$ cat src/ppd_defs.svh
// Constants of the point-plot display enable/status block
`ifndef PPD_DEFS_SVH
`define PPD_DEFS_SVH

// ----------------------------------------------------------------
// Clock and intervals, each in its own unit
// ----------------------------------------------------------------
`define PPD_CLK_MHZ    250
`define PPD_ERASE_MS   450
`define PPD_R2G_US     1600
`define PPD_G2R_US     300
`define PPD_SETTLE_US  21
`define PPD_INTENS_US  1
`define PPD_MS_TO_US   1000
`define PPD_TMR_W      27

// ----------------------------------------------------------------
// Device command codes (low three bits of the I/O instruction)
// ----------------------------------------------------------------
`define PPD_OP_CLEAR_ALL   3'h0
`define PPD_OP_CLEAR_DONE  3'h1
`define PPD_OP_SKIP_DONE   3'h2
`define PPD_OP_LOAD_X      3'h3
`define PPD_OP_LOAD_Y      3'h4
`define PPD_OP_INTENSIFY   3'h5
`define PPD_OP_LOAD_EN     3'h6
`define PPD_OP_READ_EN     3'h7

// ----------------------------------------------------------------
// Word layout: word bit 0 is the most significant accumulator bit
// ----------------------------------------------------------------
`define PPD_WORD_W   12
`define PPD_COORD_W  10
`define PPD_B_DONE   11
`define PPD_B_WT     5
`define PPD_B_STORE  4
`define PPD_B_ERASE  3
`define PPD_B_COLOR  2
`define PPD_B_CHAN   1
`define PPD_B_IE     0
`define PPD_WORD_ZERO 12'h000

`endif

$ cat src/ppd_pkg.sv
// Types shared by the point-plot display modules
`include "ppd_defs.svh"
package ppd_pkg;

  // Operation that owns the interval timer
  typedef enum logic [2:0] {
    PPD_IDLE,
    PPD_SETTLE,
    PPD_INTENS,
    PPD_ERASE,
    PPD_COLOR
  } ppd_op_e;

  // Whole state of the control module
  typedef struct packed {
    ppd_op_e                   op;
    logic                      done;
    logic                      wt;
    logic                      store;
    logic                      red;
    logic                      chan;
    logic                      ie;
    logic [`PPD_COORD_W-1:0]   x;
    logic [`PPD_COORD_W-1:0]   y;
    logic                      beam_on;
    logic                      ellipse;
    logic                      erase_out;
    logic                      ac_valid;
    logic [`PPD_WORD_W-1:0]    ac_out;
    logic                      skip;
    logic                      irq;
  } ppd_state_s;

  // Whole state of the interval timer
  typedef struct packed {
    logic                      busy;
    logic [`PPD_TMR_W-1:0]     cnt;
    logic                      expired;
  } ppd_tmr_s;

endpackage

$ cat src/ppd_tmr_if.sv
// Link between the display control and its interval timer
`timescale 1ns/1ps
`include "ppd_defs.svh"
interface ppd_tmr_if;
  logic                   start;
  logic                   abort;
  logic [`PPD_TMR_W-1:0]  count;
  logic                   expired;
  modport ctl (output start, output abort, output count, input expired);
  modport tmr (input start, input abort, input count, output expired);
endinterface

$ cat src/ppd_display_ctl.sv
// Point-plot display control: enable/status word and done sequencing
//
// How it works
// - Done flag reads back in word bit 0
// - Load-enable does not set done itself; an erase or colour change it starts sets done at expiry
// - Write-through plus intensify draws unstored locating ellipse
// - Store bit selects store or non-store mode
// - Erase bit starts a 450 ms erase
// - Erase holds done clear, blocks display operations
// - Erase bit reads back as zero
// - Colour change sets done after switch interval
// - Channel bit picks first or second channel
// - Interrupt requested while enabled and done
// - Channel and interrupt enable written and read
// - Load-enable copies accumulator, then clears it
// - Read-enable returns the word to accumulator
// - Load X/Y: clear done, load, settle, done
// - Intensify: clear done, pulse beam, done
`timescale 1ns/1ps
`include "ppd_defs.svh"
module ppd_display_ctl #(
  parameter int ERASE_CYC  = `PPD_ERASE_MS * `PPD_MS_TO_US * `PPD_CLK_MHZ,
  parameter int R2G_CYC    = `PPD_R2G_US * `PPD_CLK_MHZ,
  parameter int G2R_CYC    = `PPD_G2R_US * `PPD_CLK_MHZ,
  parameter int SETTLE_CYC = `PPD_SETTLE_US * `PPD_CLK_MHZ
) (
  // Clock and reset
  input  wire logic                     sys_clk,
  input  wire logic                     arst_n,
  // Processor I/O instruction
  input  wire logic                     iot_valid,
  input  wire logic [2:0]               iot_code,
  input  wire logic [`PPD_WORD_W-1:0]   ac_in,
  // Processor answer
  output logic                          ac_valid,
  output logic [`PPD_WORD_W-1:0]        ac_out,
  output logic                          skip,
  output logic                          irq,
  // Oscilloscope side
  output logic [`PPD_COORD_W-1:0]       x_out,
  output logic [`PPD_COORD_W-1:0]       y_out,
  output logic                          beam_on,
  output logic                          locate_ellipse,
  output logic                          store_mode,
  output logic                          erase_out,
  output logic                          red_mode,
  output logic                          chan_sel
);

  localparam int INTENS_CYC = `PPD_INTENS_US * `PPD_CLK_MHZ;

  ppd_pkg::ppd_state_s st_reg;
  ppd_pkg::ppd_state_s st_next;
  logic                  tmr_start;
  logic                  tmr_abort;
  logic [`PPD_TMR_W-1:0] tmr_count;
  logic                  erasing;
  logic                  cmd;
  logic [`PPD_WORD_W-1:0] status_word;

  ppd_tmr_if tif ();

  // ----------------------------------------------------------------
  // Interval timer
  // ----------------------------------------------------------------
  ppd_timer u_timer (
    .sys_clk (sys_clk),
    .arst_n  (arst_n),
    .tif     (tif)
  );

  // Timer controls
  assign tif.start = tmr_start;
  assign tif.abort = tmr_abort;
  assign tif.count = tmr_count;

  // Decode helpers
  assign erasing = (st_reg.op == ppd_pkg::PPD_ERASE);
  assign cmd     = iot_valid;

  // Read-back word, erase bit always zero
  always_comb begin
    status_word                = `PPD_WORD_ZERO;
    status_word[`PPD_B_DONE]   = st_reg.done;
    status_word[`PPD_B_WT]     = st_reg.wt;
    status_word[`PPD_B_STORE]  = st_reg.store;
    status_word[`PPD_B_ERASE]  = 1'b0;
    status_word[`PPD_B_COLOR]  = st_reg.red;
    status_word[`PPD_B_CHAN]   = st_reg.chan;
    status_word[`PPD_B_IE]     = st_reg.ie;
  end

  // ----------------------------------------------------------------
  // Command decode and done sequencing
  // ----------------------------------------------------------------
  always_comb begin
    st_next          = st_reg;
    st_next.ac_valid = 1'b0;
    st_next.skip     = 1'b0;
    tmr_start        = 1'b0;
    tmr_abort        = 1'b0;
    tmr_count        = '0;
    // Timed operation finished: done set, wins over a clear
    if (tif.expired) begin
      st_next.done      = 1'b1;
      st_next.beam_on   = 1'b0;
      st_next.ellipse   = 1'b0;
      st_next.erase_out = 1'b0;
      st_next.op        = ppd_pkg::PPD_IDLE;
    end
    if (cmd) begin
      case (iot_code)
        `PPD_OP_CLEAR_ALL: begin
          st_next      = '0;
          st_next.x    = st_reg.x;
          st_next.y    = st_reg.y;
          st_next.done = tif.expired;           // Same-cycle expiry still sets done
          tmr_abort    = 1'b1;
        end
        `PPD_OP_CLEAR_DONE: begin
          if (!tif.expired) begin
            st_next.done = 1'b0;
          end
        end
        `PPD_OP_SKIP_DONE: begin
          st_next.skip = st_reg.done;
        end
        `PPD_OP_LOAD_X, `PPD_OP_LOAD_Y: begin
          if (!erasing) begin
            if (iot_code == `PPD_OP_LOAD_X) begin
              st_next.x = ac_in[`PPD_COORD_W-1:0];
            end else begin
              st_next.y = ac_in[`PPD_COORD_W-1:0];
            end
            st_next.done = 1'b0;
            st_next.op   = ppd_pkg::PPD_SETTLE;
            tmr_start    = 1'b1;
            tmr_count    = `PPD_TMR_W'(SETTLE_CYC);
          end
        end
        `PPD_OP_INTENSIFY: begin
          if (!erasing) begin
            st_next.done    = 1'b0;
            st_next.beam_on = !st_reg.wt;
            st_next.ellipse = st_reg.wt;
            st_next.op      = ppd_pkg::PPD_INTENS;
            tmr_start       = 1'b1;
            tmr_count       = `PPD_TMR_W'(INTENS_CYC);
          end
        end
        `PPD_OP_LOAD_EN: begin
          // Done bit of the accumulator is ignored
          st_next.wt       = ac_in[`PPD_B_WT];
          st_next.store    = ac_in[`PPD_B_STORE];
          st_next.chan     = ac_in[`PPD_B_CHAN];
          st_next.ie       = ac_in[`PPD_B_IE];
          st_next.red      = ac_in[`PPD_B_COLOR];
          st_next.ac_valid = 1'b1;
          st_next.ac_out   = `PPD_WORD_ZERO;
          if (ac_in[`PPD_B_ERASE]) begin
            st_next.erase_out = 1'b1;
            st_next.done      = 1'b0;
            st_next.beam_on   = 1'b0;
            st_next.ellipse   = 1'b0;
            st_next.op        = ppd_pkg::PPD_ERASE;
            tmr_start         = 1'b1;
            tmr_count         = `PPD_TMR_W'(ERASE_CYC);
          end else if (!erasing && (ac_in[`PPD_B_COLOR] != st_reg.red)) begin
            st_next.done = 1'b0;
            st_next.op   = ppd_pkg::PPD_COLOR;
            tmr_start    = 1'b1;
            tmr_count    = st_reg.red ? `PPD_TMR_W'(R2G_CYC) : `PPD_TMR_W'(G2R_CYC);
          end
        end
        `PPD_OP_READ_EN: begin
          st_next.ac_valid = 1'b1;
          st_next.ac_out   = status_word;
        end
        default: begin
          st_next.skip = 1'b0;
        end
      endcase
    end
    // Interrupt request as a level
    st_next.irq = st_next.ie && st_next.done;
  end

  // State register, cleared at reset
  always_ff @(posedge sys_clk or negedge arst_n) begin
    if (!arst_n) begin
      st_reg <= '0;
    end else begin
      st_reg <= st_next;
    end
  end

  // Outputs straight from the state register
  assign ac_valid       = st_reg.ac_valid;
  assign ac_out         = st_reg.ac_out;
  assign skip           = st_reg.skip;
  assign irq            = st_reg.irq;
  assign x_out          = st_reg.x;
  assign y_out          = st_reg.y;
  assign beam_on        = st_reg.beam_on;
  assign locate_ellipse = st_reg.ellipse;
  assign store_mode     = st_reg.store;
  assign erase_out      = st_reg.erase_out;
  assign red_mode       = st_reg.red;
  assign chan_sel       = st_reg.chan;
endmodule // ppd_display_ctl

$ cat src/ppd_timer.sv
// Interval timer: counts a loaded number of cycles, pulses on expiry
`timescale 1ns/1ps
`include "ppd_defs.svh"
module ppd_timer (
  // Clock and reset
  input  wire logic  sys_clk,
  input  wire logic  arst_n,
  // Control link
  ppd_tmr_if.tmr     tif
);

  ppd_pkg::ppd_tmr_s tmr_reg;
  ppd_pkg::ppd_tmr_s tmr_next;

  // Next state: load, abort or count down
  always_comb begin
    tmr_next         = tmr_reg;
    tmr_next.expired = 1'b0;
    if (tif.start) begin
      tmr_next.busy = 1'b1;
      tmr_next.cnt  = tif.count;
    end else if (tif.abort) begin
      tmr_next.busy = 1'b0;
    end else if (tmr_reg.busy) begin
      if (tmr_reg.cnt <= `PPD_TMR_W'(1)) begin
        tmr_next.busy    = 1'b0;
        tmr_next.expired = 1'b1;
      end else begin
        tmr_next.cnt = tmr_reg.cnt - `PPD_TMR_W'(1);
      end
    end
  end

  // State register
  always_ff @(posedge sys_clk or negedge arst_n) begin
    if (!arst_n) begin
      tmr_reg <= '0;
    end else begin
      tmr_reg <= tmr_next;
    end
  end

  assign tif.expired = tmr_reg.expired;

endmodule // ppd_timer

$ cat config.mk
export PLATFORM = sky130hd
export DESIGN_NAME = ppd_display_ctl
export DESIGN_NICKNAME = d
export VERILOG_FILES = /design/src/ppd_pkg.sv /design/src/ppd_tmr_if.sv /design/src/ppd_display_ctl.sv /design/src/ppd_timer.sv
export VERILOG_INCLUDE_DIRS = /design/src
export SDC_FILE = /design/constraint.sdc
export NUM_CORES = 1
export LEC_CHECK = 0
export ABC_CLOCK_PERIOD_IN_PS = 3200
export BUFFER_PORTS_ARGS = -buffer_cell sky130_fd_sc_hd__buf_2
export CELL_PAD_IN_SITES_DETAIL_PLACEMENT = 0
export CELL_PAD_IN_SITES_GLOBAL_PLACEMENT = 1
export CORE_MARGIN = 1.5
export CORE_UTILIZATION = 45
export CTS_BUF_LIST = sky130_fd_sc_hd__clkbuf_8
export DETAILED_ROUTE_END_ITERATION = 10
export PLACE_DENSITY = 0.84
export RECOVER_POWER = 25
export SETUP_SLACK_MARGIN = 0.4
export SLEW_MARGIN = 15
export SYNTH_ARGS = -nofsm -noshare
export SYNTH_HDL_FRONTEND = slang
export SYNTH_SLANG_ARGS = --single-unit
$ cat constraint.sdc
create_clock -name sys_clk -period 3.2 [get_ports sys_clk]
set_input_delay 0.32 -clock sys_clk [delete_from_list [all_inputs] [get_ports sys_clk]]
set_output_delay 0.32 -clock sys_clk [all_outputs]
set_load 0.01 [all_outputs]
# Yosys cells after proc, flatten, opt, wreduce, memory -nomap -nowiden
# Cells that the tools add are included.
[op_classes]
n_addsub = 1
order_cmp = 1
eq_ne = 11
n_mux = 44
bitwise_logic = 2
reduce_logical = 15
[op_table]
columns = ["op", "count"]
rows = [
  ["$mux W27", 3],
  ["$pmux W27 S3", 1],
  ["$mux W28", 2],
  ["$mux W47", 1],
  ["$mux W20", 2],
  ["$pmux W13 S3", 1],
  ["$mux W19", 2],
  ["$mux W29", 1],
  ["$le A27 B1 Y1 const B", 1],
  ["$sub A27 B1 Y27 const B", 1],
  ["$mux W10", 2],
  ["$mux W4", 5],
  ["$mux W1", 13],
  ["$mux W13", 1],
  ["$eq A3 B3 Y1 const B", 4],
  ["$pmux W3 S4", 1],
  ["$pmux W5 S2", 1],
  ["$eq A3 B2 Y1 const B", 3],
  ["$mux W8", 1],
  ["$reduce_and A4 Y1", 2],
  ["$mux W3", 2],
  ["$pmux W2 S3", 1],
  ["$pmux W1 S5", 1],
  ["$ne A2 B2 Y1 const B", 2],
  ["other kinds (14)", 20],
]
[word_totals]
regBits = 76
inputBits = 18
output_inout_bits = 41

# Longest topological paths before layout
[depth]
ltp_word = 9
mapped_depth = 9

# Hierarchy
# A second synthesis with hierarchy kept.
[unflattened]
cells_unflattened = 455
area_unflattened_um2 = 4261.6
[by_module_without_submodules]
columns = ["module", "instances", "cells_each", "area_per_inst_um2", "seq_area_each_um2"]
rows = [
  ["ppd_display_ctl", 1, 247, 2437.3, 1026.0],
  ["ppd_timer", 1, 208, 1824.2, 725.7],
]

# Least setup slack after synthesis
# Ideal clock, no wire load.
[synth_timing]
path_type = "register to register"
startpoint = "register u_timer.tmr_reg[25] in the netlist's numbering"
endpoint = "register u_timer.tmr_reg[6] in the netlist's numbering"
arrival_ns = 2.111
required_ns = 3.074
setup_slack_ns = 0.964
path_stages_with_launch = 9
n_path_buf = 2
cell_sequence = "dfrtp_1 > or4_1 > or3_4 > or3_1 > buf_6 > buf_8 > nand4_1 > xor2_1 > a21oi_1"
[synth_between]
elab_chain_len = 3
[synth_lines]
columns = ["element", "line", "source"]
rows = [
  ["from (decl)", "ppd_timer.sv:12", "ppd_pkg::ppd_tmr_s tmr_reg;"],
  ["from (signal assigned)", "ppd_timer.sv:39", "tmr_reg <= tmr_next;"],
  ["$le A27 B1 Y1", "ppd_timer.sv:25", "if (tmr_reg.cnt <= `PPD_TMR_W'(1)) begin"],
  ["$ne A2 B2 Y1 (no line)", "n/a", ""],
  ["$reduce_and A3 Y1 (no line)", "n/a", ""],
]
# Every way passes these cells.
# A chain may end at the register's enable or synchronous reset.

# Worst setup path after layout
[layout_timing]
startpoint = "register u_timer.tmr_reg[6] in the netlist's numbering"
endpoint = "register u_timer.tmr_reg[8] in the netlist's numbering"
[layout_between]
elab_chain_len = 5
word_cells_on_any_way = 8
[layout_lines]
columns = ["element", "line", "source"]
rows = [
  ["$sub A27 B1 Y27", "ppd_timer.sv:29", "tmr_next.cnt = tmr_reg.cnt - `PPD_TMR_W'(1);"],
  ["$mux W27", "ppd_timer.sv:25", ""],
  ["$mux W29", "ppd_timer.sv:24", "end else if (tmr_reg.busy) begin"],
  ["$mux W28", "ppd_timer.sv:22", "end else if (tif.abort) begin"],
  ["$mux W28", "ppd_timer.sv:19", "if (tif.start) begin"],
]
# Several ways; a longest one is shown, not always the timed one. The select of a mux whose other input is x is not followed.

==> out/metrics.yaml <==
drive_above_1_share_pct: 22.9
num-fill-cells: 794
first_iter_violations: 173
first_pass_iters: 4
routed_wl_um: 8820
status: "finished, violations left"
postCtsSetupBuffers: 0
wire_per_inst_um: 16.5
diodes: 0
setup_violations: 0
tritoncts: "done"
synth-main-ff-cell: "dfrtp_1"
finalMaxSlewViolations: 71
start_util_pct: 46.9
post_dp_cell_area_mm2: 0.00399
finalNetCount: 443
io_buffers: 50
period_needed_ns: 2.60
ys_warn_count: 0
async_flop_share_pct: 100
top_usage_layer: "met2"
criticalPathCategory: "reg -> reg"
slew_headroom_pct: -14.2
io_pins: 59
layout_setup_ws_ns: 0.599
synth_edf_count: 0
max-clock-path-buffers: 2
rows: 33
grt-ovfl-total: 0
met2_usage_pct: 33.7
seq_area_frac_synth_pct: 45.0
core-area_mm2: 0.00830
crit_arrival_ns: 2.83
cap_violations: 1
syn_area_mm2: 0.00389
viasPerCell: 5.72
ant_nets: 0
fmax_mhz: 384
hold_viol: 0
regArea_mm2: 0.00175
holdCritPathClass: "in -> reg"
fin_crit_sh_pct: 81.3
cts_hold_buf: 0
gr-usage-all-layers_pct: 21.0
largest_reg_flops: 28
drc: 0
clockRootBuffer: "clkbuf_8"
multi_input_area_mm2: 0.00180
p_per_area_mw_per_mm2: 622
grt_pass1_wl_um: 14700
num_vias: 3047
die_x_um: 96.0
clock_skew_ns: 0.00982
clkTransAtPathRegs_ns: 0.08
hpwlAfterDp_um: 6190
synth_cell_types: 55
final_core_util_pct: 50.4
end_kind: "flop"
postSynthCellCount: 403
die_h_um: 96.0
ir_drop_v: 0.000280
startpoint_type: "flop"
gp_congestion: 0.880
die_area_mm2: 0.00921
leakagePower_nw: 1.89
violations: "max-capacitance violations, max-slew violations"
final_common_cell: "dfrtp_1"
cts_buffers: 9
rsz0062_at_grt: "no"
grt_max_degree: 71
cts_sinks: 70
antenna_found_initial: 0
finish.instance_area_mm2: 0.00418
pre_cts_ws_ns: 0.680
rrSetupSlack_ns: 0.60
worst-path-max-fanout: 14
required_ns: 3.42
htreeDepth: 3
worstMarginPinSlew_ns: 1.71
clk_latency_ns: 0.35
grt_pass1_vias: 2999
met1_usage_pct: 28.4
grtUsageMet3_pct: 2.84
fin_tns_setup_ns: 0
post_cts_resized: 0
syn-mean-instance-area_um2: 9.65
layout_common_cells: "dfrtp_1 (70), buf_2 (49), a21oi_1 (35)"
syn2layout_area_growth_pct: 7.46
ys_ff_latch: 70
metal layers:
layer  part of all wire (%)  routed length (µm)  up-vias
met5                      0                   0        -
met4                    2.0                 180        0
met3                    3.3                 288       14
met2                     48                4210       80
met1                     47                4140     1507
li1                       -                   -     1446
Yosys cell counts, drive strengths merged, types with 2 or more instances:
cell type | n | area [µm²]
a21o | 2 | 15.0
ha | 2 | 25.0
a22o | 13 | 114
and2 | 2 | 12.5
mux2 | 18 | 203
dfrtp | 70 | 1750
nor2 | 34 | 128
o211ai | 2 | 15.0
inv | 7 | 26.3
nor2b | 14 | 87.6
a31oi | 7 | 43.8
and3 | 4 | 25.0
nor4b | 2 | 17.5
nand2 | 22 | 82.6
buf | 38 | 287
nand3 | 7 | 40.0
or4 | 4 | 33.8
clkbuf | 13 | 48.8
o21a | 3 | 22.5
a31o | 3 | 26.3
nand2b | 6 | 37.5
a22oi | 2 | 15.0
o21ai | 17 | 85.1
a21oi | 35 | 175
or3 | 5 | 36.3
nor4 | 9 | 77.6
xor2 | 14 | 123
o22ai | 3 | 18.8
nor3 | 10 | 61.3
nand4 | 13 | 81.3
or2 | 3 | 18.8
xnor2 | 6 | 52.6
final cells by class:
cell class,count,area share (%)
clock buffers,9,2.96
well taps,105,3.14
inverters,7,0.629
multi-input cells,280,43.0
flip-flops and latches,70,41.9
repair buffers,55,6.79
clock inverters,7,1.62
path summary, 6_finish.rpt:
path,from,end,depth (start not counted)
min in group asynchronous,arst_n,ac_out[4]$_DFFE_PN0P_,2
min reg2reg,y_out[3]$_DFFE_PN0P_,y_out[3]$_DFFE_PN0P_,2
max,u_timer.tmr_reg[6]$_DFFE_PN0P_,u_timer.tmr_reg[8]$_DFFE_PN0P_,6
max in group asynchronous,arst_n,u_timer.tmr_reg[4]$_DFFE_PN0P_,2
min,ac_in[7],x_out[7]$_DFFE_PN0P_,2
max reg2reg,u_timer.tmr_reg[6]$_DFFE_PN0P_,u_timer.tmr_reg[8]$_DFFE_PN0P_,6
power breakdown:
group	leakage (nW)	total (mW)	switching, mW	internal, mW
Clock	0.102	0.693	0.337	0.356
Combinational	0.913	0.673	0.365	0.308
Sequential	0.874	1.23	0.169	1.06
critical path, stage by stage (launching register included):
cell	delay, ns
dfrtp_1	0.42
nor4_1	0.48
o2111ai_1	0.37
or3_1	0.72
nand4_1	0.23
xor2_1	0.18
a21oi_1	0.09
cells by family after synthesis:
logic type / synth area share [%]
buffers and inverters: 9.30
xor gates and xnor gates: 4.50
muxes: 5.21
AOI/OAI and AO/OA: 15.1
other: 0.0964
DFF: 45.0
and+or+nand+nor: 20.1
adders and majority gates: 0.643
stage by stage:
step / cells / hold WS [ns] / power, mW
after CTS: 533 / 0.206 / 2.63
after floorplan: 408 / 0.0244 / 1.78
after global routing: 533 / 0.213 / 2.76
after detailed placement: 517 / 0.477 / 1.93
after global placement: 517 / 0.465 / 1.90
final: 533 / 0.214 / 2.60
(Power assumes the default switching activity.)
